**config.mk**
```make
export PLATFORM = sky130hd
export DESIGN_NAME = twras_slave
export DESIGN_NICKNAME = d
export VERILOG_FILES = /design/src/verilog/twras_pkg.sv /design/src/verilog/twras_bus_if.sv /design/src/verilog/twras_slave.sv /design/src/verilog/twras_line_sync.sv
export SDC_FILE = /design/constraint.sdc
export NUM_CORES = 1
export LEC_CHECK = 0
export BUFFER_PORTS_ARGS = -buffer_cell sky130_fd_sc_hd__buf_2
export CORE_ASPECT_RATIO = 0.75
export CORE_MARGIN = 1.5
export CORE_UTILIZATION = 40
export DETAILED_ROUTE_END_ITERATION = 8
export HOLD_SLACK_MARGIN = 0.02
export SLEW_MARGIN = 40
export SYNTH_ARGS = -nofsm -noshare
export SYNTH_HDL_FRONTEND = slang
export SYNTH_HIERARCHICAL = 1
export SYNTH_SLANG_ARGS = --single-unit
```
**constraint.sdc**
```tcl
create_clock -name clock_in -period 2.55 [get_ports clock_in]
set_input_delay 0.255 -clock clock_in [delete_from_list [all_inputs] [get_ports clock_in]]
set_output_delay 0.255 -clock clock_in [all_outputs]
set_load 0.02 [all_outputs]
```
**src/verilog/twras_pkg.sv**
```systemverilog
// Purpose: shared constants and types of the two-wire register access slave
// Assumes: 8-bit register pointer, sixteen-bit registers split over even/odd bytes
// Notes: all offsets, codes and counts of the block live here
package twras_pkg;
   // fixed seven-bit target address, 6Ch write / 6Dh read on the wire
   localparam logic [6:0] TGT_ADDR = 7'h36;
   // last byte location that accepts writes
   localparam logic [8:0] WR_TOP = 9'h04F;
   // pointer value once a read has run past the top of the map
   localparam logic [8:0] PTR_SAT = 9'h100;
   localparam logic [8:0] PTR_STEP = 9'h001;
   // byte returned beyond the top of the map
   localparam logic [7:0] FILL_BYTE = 8'hFF;
   // bits per byte on the link
   localparam logic [3:0] BYTE_BITS = 4'h8;
   localparam logic [3:0] CNT_ONE = 4'h1;
   localparam logic [3:0] CNT_ZERO = 4'h0;
   // register pairs below the write limit, one writable flag each
   localparam int PAIR_COUNT = 40;
   // pairs 0..3 read-only by default
   localparam logic [39:0] WRITABLE_DEF = 40'hFF_FFFF_FFF0;
   localparam int SYNC_STAGES = 3;

   typedef enum logic [3:0] {
      S_IDLE = 4'h0,
      S_ADDR = 4'h1,
      S_AACK = 4'h2,
      S_PTR = 4'h3,
      S_PACK = 4'h4,
      S_WDATA = 4'h5,
      S_WACK = 4'h6,
      S_RDATA = 4'h7,
      S_RACK = 4'h8
   } twras_fsm_e;

   typedef struct packed {
      twras_fsm_e fsm;
      logic [3:0] bitcnt;
      logic [7:0] shift;
      logic rd_dir;
      logic [8:0] ptr;
      logic [8:0] pend_addr;
      logic [7:0] msb_byte;
      logic [7:0] msb_addr;
      logic msb_ok;
      logic oe_n;
      logic wr_valid;
      logic [7:0] wr_addr;
      logic [15:0] wr_data;
   } twras_state_s;

   typedef struct packed {
      logic [2:0] scl_s;
      logic [2:0] sda_s;
      logic scl_f;
      logic sda_f;
      logic scl_rise;
      logic scl_fall;
      logic start;
      logic stop;
   } twras_sync_s;
endpackage

```
**src/verilog/twras_bus_if.sv**
```systemverilog
// Purpose: carries the filtered data level and bus events between sampler and engine
// Assumes: one clock domain, events are single-cycle pulses
// Notes: the sampler drives, the engine listens
`timescale 1ns/1ps
interface twras_bus_if;
   logic sda;
   logic scl_rise;
   logic scl_fall;
   logic start;
   logic stop;
   modport src (output sda, scl_rise, scl_fall, start, stop);
   modport dst (input sda, scl_rise, scl_fall, start, stop);
endinterface

```
**src/verilog/twras_slave.sv**
```systemverilog
// Purpose: target-side two-wire transaction engine with pointer auto-increment
// Assumes: register storage sits outside; read data follows rd_addr_out combinationally
// Notes: writes leave as whole sixteen-bit words only
//
// Behaviour
// - write: address, pointer, two or more bytes
// - first data byte lands at pointer
// - in writes, device drives data only during acknowledge
// - device drives from read address acknowledge on
// - master not-acknowledge hands line back
// - first data bit right after pointer acknowledge
// - pointer steps after each written byte
// - writes beyond 4Fh are discarded
// - only complete sixteen-bit writes take effect
// - writes to read-only locations are dropped
// - partial or unacknowledged bytes never stored
// - first read byte from pointer, MSB first
// - pointer steps after each returned byte
// - reads beyond FFh return FFh
// - reserved locations return undefined data
// - respond only to fixed target address
// - eight bits MSB first, then acknowledge
// - register MSB at even, LSB odd
`timescale 1ns/1ps
module twras_slave #(
   parameter logic [6:0] TARGET_ADDR = twras_pkg::TGT_ADDR,
   parameter logic [39:0] WRITABLE_PAIRS = twras_pkg::WRITABLE_DEF
) (
   input wire logic clock_in,
   input wire logic rstn_in,
   input wire logic scl_in,
   input wire logic sda_in,
   output logic sda_out,
   output logic sda_oe_n_out,
   output logic [7:0] rd_addr_out,
   input wire logic [7:0] rd_data_in,
   output logic wr_valid_out,
   output logic [7:0] wr_addr_out,
   output logic [15:0] wr_data_out
);
   import twras_pkg::*;

   // general call address cannot be served as a fixed target
   if (TARGET_ADDR == 7'h00) begin : g_bad_addr
      $error("target address zero is not allowed");
   end

   twras_bus_if ev ();
   twras_state_s q, n;
   logic load;
   logic [7:0] next_byte;
   logic [8:0] ptr_next;

   twras_line_sync u_sync (
      .clock_in(clock_in),
      .rstn_in(rstn_in),
      .scl_in(scl_in),
      .sda_in(sda_in),
      .ev(ev)
   );

   // saturating pointer step and outgoing byte choice
   always_comb begin
      // saturation keeps a long read on the fill byte
      ptr_next = q.ptr[8] ? PTR_SAT : q.ptr + PTR_STEP;
      next_byte = q.ptr[8] ? FILL_BYTE : rd_data_in;
   end

   // transaction engine: samples on clock rise, drives on clock fall
   always_comb begin
      n = q;
      load = 1'b0;
      n.wr_valid = 1'b0;
      if (ev.stop) begin
         n.fsm = S_IDLE;
         n.oe_n = 1'b1;
         n.msb_ok = 1'b0;
      end else if (ev.start) begin
         // a restart also drops a half-written register
         n.fsm = S_ADDR;
         n.bitcnt = CNT_ZERO;
         n.oe_n = 1'b1;
         n.msb_ok = 1'b0;
      end else if (ev.scl_rise) begin
         case (q.fsm)
            S_ADDR, S_PTR, S_WDATA: begin
               if (q.bitcnt != BYTE_BITS) begin
                  n.shift = {q.shift[6:0], ev.sda};
                  n.bitcnt = q.bitcnt + CNT_ONE;
                  if (q.fsm == S_WDATA && q.bitcnt == BYTE_BITS - CNT_ONE) begin
                     n.pend_addr = q.ptr;
                     n.ptr = ptr_next;
                  end
               end
            end
            S_RACK: begin
               if (ev.sda) begin
                  n.fsm = S_IDLE;
                  n.oe_n = 1'b1;
               end
            end
            default: begin
            end
         endcase
      end else if (ev.scl_fall) begin
         case (q.fsm)
            S_ADDR: begin
               if (q.bitcnt == BYTE_BITS) begin
                  if (q.shift[7:1] == TARGET_ADDR) begin
                     n.fsm = S_AACK;
                     n.oe_n = 1'b0;
                     n.rd_dir = q.shift[0];
                  end else begin
                     n.fsm = S_IDLE;
                     n.oe_n = 1'b1;
                  end
               end
            end
            S_AACK, S_RACK: begin
               if (q.fsm == S_RACK || q.rd_dir) begin
                  load = 1'b1;
                  n.oe_n = next_byte[7];
                  n.shift = {next_byte[6:0], 1'b0};
                  n.bitcnt = CNT_ONE;
                  n.fsm = S_RDATA;
               end else begin
                  n.oe_n = 1'b1;
                  n.bitcnt = CNT_ZERO;
                  n.fsm = S_PTR;
               end
            end
            S_RDATA: begin
               if (q.bitcnt == BYTE_BITS) begin
                  n.ptr = ptr_next;
                  n.oe_n = 1'b1;
                  n.fsm = S_RACK;
               end else begin
                  n.oe_n = q.shift[7];
                  n.shift = {q.shift[6:0], 1'b0};
                  n.bitcnt = q.bitcnt + CNT_ONE;
               end
            end
            S_PTR: begin
               if (q.bitcnt == BYTE_BITS) begin
                  n.ptr = {1'b0, q.shift};
                  n.oe_n = 1'b0;
                  n.fsm = S_PACK;
               end
            end
            S_WDATA: begin
               if (q.bitcnt == BYTE_BITS) begin
                  n.oe_n = 1'b0;
                  n.fsm = S_WACK;
               end
            end
            S_PACK, S_WACK: begin
               n.oe_n = 1'b1;
               n.bitcnt = CNT_ZERO;
               n.fsm = S_WDATA;
               if (q.fsm == S_WACK) begin
                  if (q.pend_addr > WR_TOP) begin
                     n.msb_ok = 1'b0;
                  end else if (!q.pend_addr[0]) begin
                     n.msb_byte = q.shift;
                     n.msb_addr = q.pend_addr[7:0];
                     n.msb_ok = 1'b1;
                  end else begin
                     n.msb_ok = 1'b0;
                     if (q.msb_ok && q.msb_addr == {q.pend_addr[7:1], 1'b0}
                         && WRITABLE_PAIRS[q.pend_addr[6:1]]) begin
                        n.wr_valid = 1'b1;
                        n.wr_addr = q.msb_addr;
                        n.wr_data = {q.msb_byte, q.shift};
                     end
                  end
               end
            end
            default: begin
               n.oe_n = 1'b1;
            end
         endcase
      end
   end

   // state register; line released and pointer at zero after reset
   always_ff @(posedge clock_in or negedge rstn_in) begin
      if (!rstn_in) begin
         q <= '{fsm: S_IDLE, oe_n: 1'b1, default: '0};
      end else begin
         q <= n;
      end
   end

   // open-drain data: only ever pulls low, enable low means driving
   always_comb begin
      sda_out = 1'b0;
      sda_oe_n_out = q.oe_n;
      rd_addr_out = q.ptr[7:0];
      wr_valid_out = q.wr_valid;
      wr_addr_out = q.wr_addr;
      wr_data_out = q.wr_data;
   end

   // guards on the engine; expectations follow the rules, not the next-state code
   a_write_even_addr: assert property (@(posedge clock_in) disable iff (!rstn_in)
      wr_valid_out |-> wr_addr_out[0] == 1'b0)
      else $error("word write at odd address");

   a_write_limit: assert property (@(posedge clock_in) disable iff (!rstn_in)
      wr_valid_out |-> {1'b0, wr_addr_out} < WR_TOP)
      else $error("word write beyond write limit");

   a_ro_dropped: assert property (@(posedge clock_in) disable iff (!rstn_in)
      wr_valid_out |-> WRITABLE_PAIRS[wr_addr_out[6:1]])
      else $error("write reached a read-only pair");

   a_commit_after_ack: assert property (@(posedge clock_in) disable iff (!rstn_in)
      $rose(wr_valid_out) |-> $past(q.fsm) == S_WACK && q.fsm == S_WDATA)
      else $error("word committed outside acknowledge end");

   a_write_quiet: assert property (@(posedge clock_in) disable iff (!rstn_in)
      q.fsm inside {S_WDATA, S_PTR} |-> sda_oe_n_out)
      else $error("device drove data during written byte");

   a_idle_release: assert property (@(posedge clock_in) disable iff (!rstn_in)
      ev.stop |=> q.fsm == S_IDLE && sda_oe_n_out)
      else $error("stop did not release the line");

   a_nack_release: assert property (@(posedge clock_in) disable iff (!rstn_in)
      (q.fsm == S_RACK && ev.scl_rise && ev.sda) |=> sda_oe_n_out [*3])
      else $error("line still driven after not-acknowledge");

   a_ptr_step: assert property (@(posedge clock_in) disable iff (!rstn_in)
      (q.fsm == S_WDATA && ev.scl_rise && q.bitcnt == 4'h7 && !q.ptr[8] && !ev.start && !ev.stop)
      |=> q.ptr == $past(q.ptr) + 9'h001)
      else $error("pointer did not step after written byte");

   a_fill_top: assert property (@(posedge clock_in) disable iff (!rstn_in)
      (load && q.ptr[8]) |=> sda_oe_n_out && q.shift == 8'hFE)
      else $error("read past top did not return all ones");

   a_read_msb: assert property (@(posedge clock_in) disable iff (!rstn_in)
      (load && !q.ptr[8]) |=> sda_oe_n_out == $past(rd_data_in[7]) && q.fsm == S_RDATA)
      else $error("first read bit is not the pointed MSB");

   a_addr_match: assert property (@(posedge clock_in) disable iff (!rstn_in)
      (q.fsm == S_AACK && $past(q.fsm) == S_ADDR)
      |-> q.shift[7:1] == TARGET_ADDR)
      else $error("acknowledged a foreign address");

   a_read_release: assert property (@(posedge clock_in) disable iff (!rstn_in)
      q.fsm == S_RACK |-> sda_oe_n_out)
      else $error("line driven during master acknowledge");

   a_ack_drive: assert property (@(posedge clock_in) disable iff (!rstn_in)
      q.fsm inside {S_AACK, S_PACK, S_WACK} |-> !sda_oe_n_out)
      else $error("acknowledge not driven low");

   a_ptr_sat: assert property (@(posedge clock_in) disable iff (!rstn_in)
      q.ptr[8] |-> q.ptr == PTR_SAT)
      else $error("pointer ran past saturation");

   a_word_pulse: assert property (@(posedge clock_in) disable iff (!rstn_in)
      wr_valid_out |=> !wr_valid_out)
      else $error("word strobe longer than one cycle");

   a_bit_bound: assert property (@(posedge clock_in) disable iff (!rstn_in)
      q.bitcnt <= BYTE_BITS)
      else $error("bit counter beyond one byte");

   a_read_step: assert property (@(posedge clock_in) disable iff (!rstn_in)
      (q.fsm == S_RDATA && ev.scl_fall && q.bitcnt == BYTE_BITS && !q.ptr[8] && !ev.start && !ev.stop)
      |=> q.ptr == $past(q.ptr) + 9'h001)
      else $error("pointer did not step after returned byte");

   a_restart_drop: assert property (@(posedge clock_in) disable iff (!rstn_in)
      (ev.start && !ev.stop) |=> q.fsm == S_ADDR && !q.msb_ok)
      else $error("restart kept a half-written register");
endmodule

```
**src/verilog/twras_line_sync.sv**
```systemverilog
// Purpose: brings serial clock and data into the core clock, finds edges and conditions
// Assumes: core clock well above the serial clock rate
// Notes: a level counts once the second and third stages agree
`timescale 1ns/1ps
module twras_line_sync (
   input wire logic clock_in,
   input wire logic rstn_in,
   input wire logic scl_in,
   input wire logic sda_in,
   twras_bus_if.src ev
);
   import twras_pkg::*;
   twras_sync_s q, n;

   // next state: shift chains, glitch filter, edge and condition decode
   always_comb begin
      n = q;
      n.scl_s = {q.scl_s[1:0], scl_in};
      n.sda_s = {q.sda_s[1:0], sda_in};
      // first stage feeds only the second; filter looks at stages two and three
      if (q.scl_s[1] == q.scl_s[2]) begin
         n.scl_f = q.scl_s[2];
      end
      if (q.sda_s[1] == q.sda_s[2]) begin
         n.sda_f = q.sda_s[2];
      end
      n.scl_rise = n.scl_f & ~q.scl_f;
      n.scl_fall = ~n.scl_f & q.scl_f;
      // data moving while clock stays high marks start or stop
      n.start = q.scl_f & n.scl_f & q.sda_f & ~n.sda_f;
      n.stop = q.scl_f & n.scl_f & ~q.sda_f & n.sda_f;
   end

   // idle bus reads high on both lines
   always_ff @(posedge clock_in or negedge rstn_in) begin
      if (!rstn_in) begin
         q <= '{scl_s: 3'h7, sda_s: 3'h7, scl_f: 1'b1, sda_f: 1'b1, default: 1'b0};
      end else begin
         q <= n;
      end
   end

   assign ev.sda = q.sda_f;
   assign ev.scl_rise = q.scl_rise;
   assign ev.scl_fall = q.scl_fall;
   assign ev.start = q.start;
   assign ev.stop = q.stop;
endmodule

```
==> run_results.csv <==
group,metric,value,unit
run_status,run_status,"finished, final reports clean",
worst_setup_path,r2r_setup_slack,0.29,ns
layout,finalCoreUtilization,46.1,%
place,dp_slack,0.312,ns
global_route,grt_pass1_wl,16100,µm
cts,cts_tree,"yes",
yosys,yosysTopAreaCellShare,43.5,%
worst_setup_path,required,2.77,ns
timing,finalWorstSetupSlack,0.290,ns
die,ioPinCount,47,
cts,clk_path_buf_depth,2,
worst_setup_path,path_max_fanout,19,
run,cap_violations,0,
detailed_routing,drt-vias-per-instance,5.53,
worst_setup_path,critPathLaunchType,"flop",
detailed_routing,first_iter_violations,186,
detailed_routing,wire_per_inst,16.7,µm
detailed_routing,drc_errors,0,
cts,cts_root_buf,"clkbuf_16",
place,gp_congestion,0.840,
yosys,syn_inst,418,
timing,clock_skew,0.00600,ns
worst_setup_path,r2r_cells,6,
cts,clk_latency,0.33,ns
worst_setup_path,critical_path.endpoint,"wr_data_out[8]",
hold_path,hold_class,"in2reg",
worst_setup_path,crit_chain,"xnor2_1 -> o2111ai_1 -> or4_1 -> nor3_4 -> buf_12 -> mux2_2",
die,die_h,95.3,µm
yosys,synthDistinctLibCells,61,
layout,diodes,0,
worst_setup_path,cpPeakStageDelay,0.60,ns
die,die_w,126,µm
worst_setup_path,crit_path_top_delay_cell,"or4_1",
yosys,ys_ff_latch,88,
yosys,synth_area,4550,µm²
timing,max_freq,0.442,GHz
yosys,synth_top_area_cell,"dfrtp_1",
timing,finalSetupViolCount,0,
layout,drive_gt1_share,32.9,%
cts,cts.clk_slew.worst_paths,0.06,ns
cts,cts_buffers,9,
detailed_routing,wl,9770,µm
yosys,async_flop_share,100,%
global_route,grt_pass1_vias,3050,
timing,hold_violations,0,
yosys,synth-edff-count,0,
power,power.static_leakage,2.36,nW
cts,postCtsSetupBuffers,0,
yosys,yosysMostFrequentCell,"dfrtp_1",
cts,cts_resized,0,
worst_setup_path,cp.arrival,2.48,ns
detailed_routing,ant_nets,0,
power,peakVddDrop,0.464,mV
timing,setup-tns-final,0,ns
yosys,yosysWarnings,6,
detailed_routing,vias,3230,
timing,tightest_slew,0.767,ns
place,port_buffers,44,
layout,area_delta_synth_final,11.4,%
timing,drv_slew,0,
power,power.density,634,nW/µm²
timing,fin_crit,2.26,ns
detailed_routing,dr.pass1.iters,4,
die,rows,33,
timing,period_share,88.6,%
global_route,grt_use_total,17.2,%
cts,htreeDepth,3,
worst_setup_path,crit_type,"reg2reg",
yosys,seq_area_frac_synth,48.7,%
yosys,synth_area_per_cell,10.9,µm²
worst_setup_path,r2r-start,"q[44]",
timing,max_slew_margin,48.9,%
cts,cts.sinks,88,
place,dpl.hpwl,6760,µm
global_route,grt_antenna_before_repair,0,
die,start_util,41.4,%
worst_setup_path,worstSetupEndpointType,"flop",
global_route,grt_start_max_net_pins,89,
layout,finalNetCount,455,
yosys,synth_common_cells,"dfrtp_1 (79), mux2_2 (52), buf_4 (33), nand2_1 (30), o21ai_0 (26)",
timing,rsz0062_at_grt,"false",
die,core_region_area,11000,µm²
yosys,yosys_most_used_dff,"dfrtp_1",
worst_setup_path,r2r-end,"wr_data_out[8]",
global_route,overflow,0,
die,die-area,12000,µm²
yosys,synthTopCellsByArea,"dfrtp_1 (43%), mux2_2 (13%), buf_4 (5.4%), dfstp_2 (5.2%), o21ai_0 (2.9%)",
worst_setup_path,critPathLaunch,"q[44]",
[through the flow]
| step | instance area (µm²) | hold WS [ns] | instances | power (W) |
|---|---|---|---|---|
| floorplan | 4550 | -0.0406 | 419 | 0.00180 |
| global placement | 4750 | 0.335 | 566 | 0.00196 |
| detailed placement | 4750 | 0.337 | 566 | 0.00196 |
| CTS | 5060 | 0.343 | 584 | 0.00325 |
| global route | 5070 | 0.350 | 584 | 0.00336 |
| finish | 5070 | 0.345 | 584 | 0.00321 |
[cell type report]
class                      instances  area (µm²)
clock buffer                      12         236
clock inverter                     3        43.8
fill                            1036        5920
inverter                           6        22.5
multi-input combinational        273        1970
sequential                        88        2210
tap                              140         175
timing repair buffer              62         403
[cells by family after synthesis]
kind of cell	share of synthesized area [%]
DFF	48.7
muxes	13.5
AOI/OAI and AO/OA	11.7
and+or+nand+nor	14.4
other	0.0825
adders and majority gates	0.825
xor gates and xnor gates	2.50
buffers and inverters	8.28
[how the worst min path moves through the flow]
stage / startpoint / end / depth (start not counted)
floorplan: rstn_in / q[26] / 0
global placement: rstn_in / q[75] / 2
detailed placement: rstn_in / q[75] / 2
CTS: rd_data_in[6] / q[69] / 4
global route: rd_data_in[6] / q[69] / 4
finish: rd_data_in[6] / q[69] / 4
[cell usage in the layout (no fill, tap or decap), types with 8 or more instances in the layout]
cell type  instances
dfrtp_1           79
mux2_2            52
buf_2             43
nand2_1           30
o21ai_0           26
nor2_1            23
a21oi_1           19
buf_4             13
nor3_1            11
xnor2_1           10
clkbuf_16          9
dfstp_2            9
nand3_1            8
[metal layers]
layer	part of all wire, %	global-route usage [%]	vias up	wire length [µm]
met1	51	24.8	1613	5010
met2	42	25.8	91	4100
met4	1.2	4.60	0	113
li1	-	-	1514	-
met3	5.6	4.55	12	545
met5	0	0	-	0
[timing repair]
item                                    4_1_cts  5_1_grt
hold buffers                                  3        0
endpoints found under the setup margin        0        0
endpoints found under the hold margin        81        0
[sequential cells by signal (all words and copies together), names as in the netlist, 3 cells and up]
| signal | cells |
|---|---|
| q | 43 |
| wr_data_out | 16 |
| rd_addr_out | 8 |
| wr_addr_out | 7 |
| u_sync/n | 4 |
| u_sync/q | 3 |
[critical path, delay by kind of cell (launching register included)]
kind                      cells  cell delay (ns)
buffers and inverters         1             0.20
AOI/OAI and AO/OA             1             0.18
muxes                         1             0.35
and+or+nand+nor               2             0.81
DFF                           1             0.40
xor gates and xnor gates      1             0.20
[power by group]
group / leakage, nW / total, W / switching (W) / internal, W
clock: 0.137 / 0.00126 / 0.000508 / 0.000755
combinational: 1.05 / 0.000311 / 0.000173 / 0.000138
sequential: 1.18 / 0.00164 / 0.000163 / 0.00148
Power figures use the tool's default switching activity.
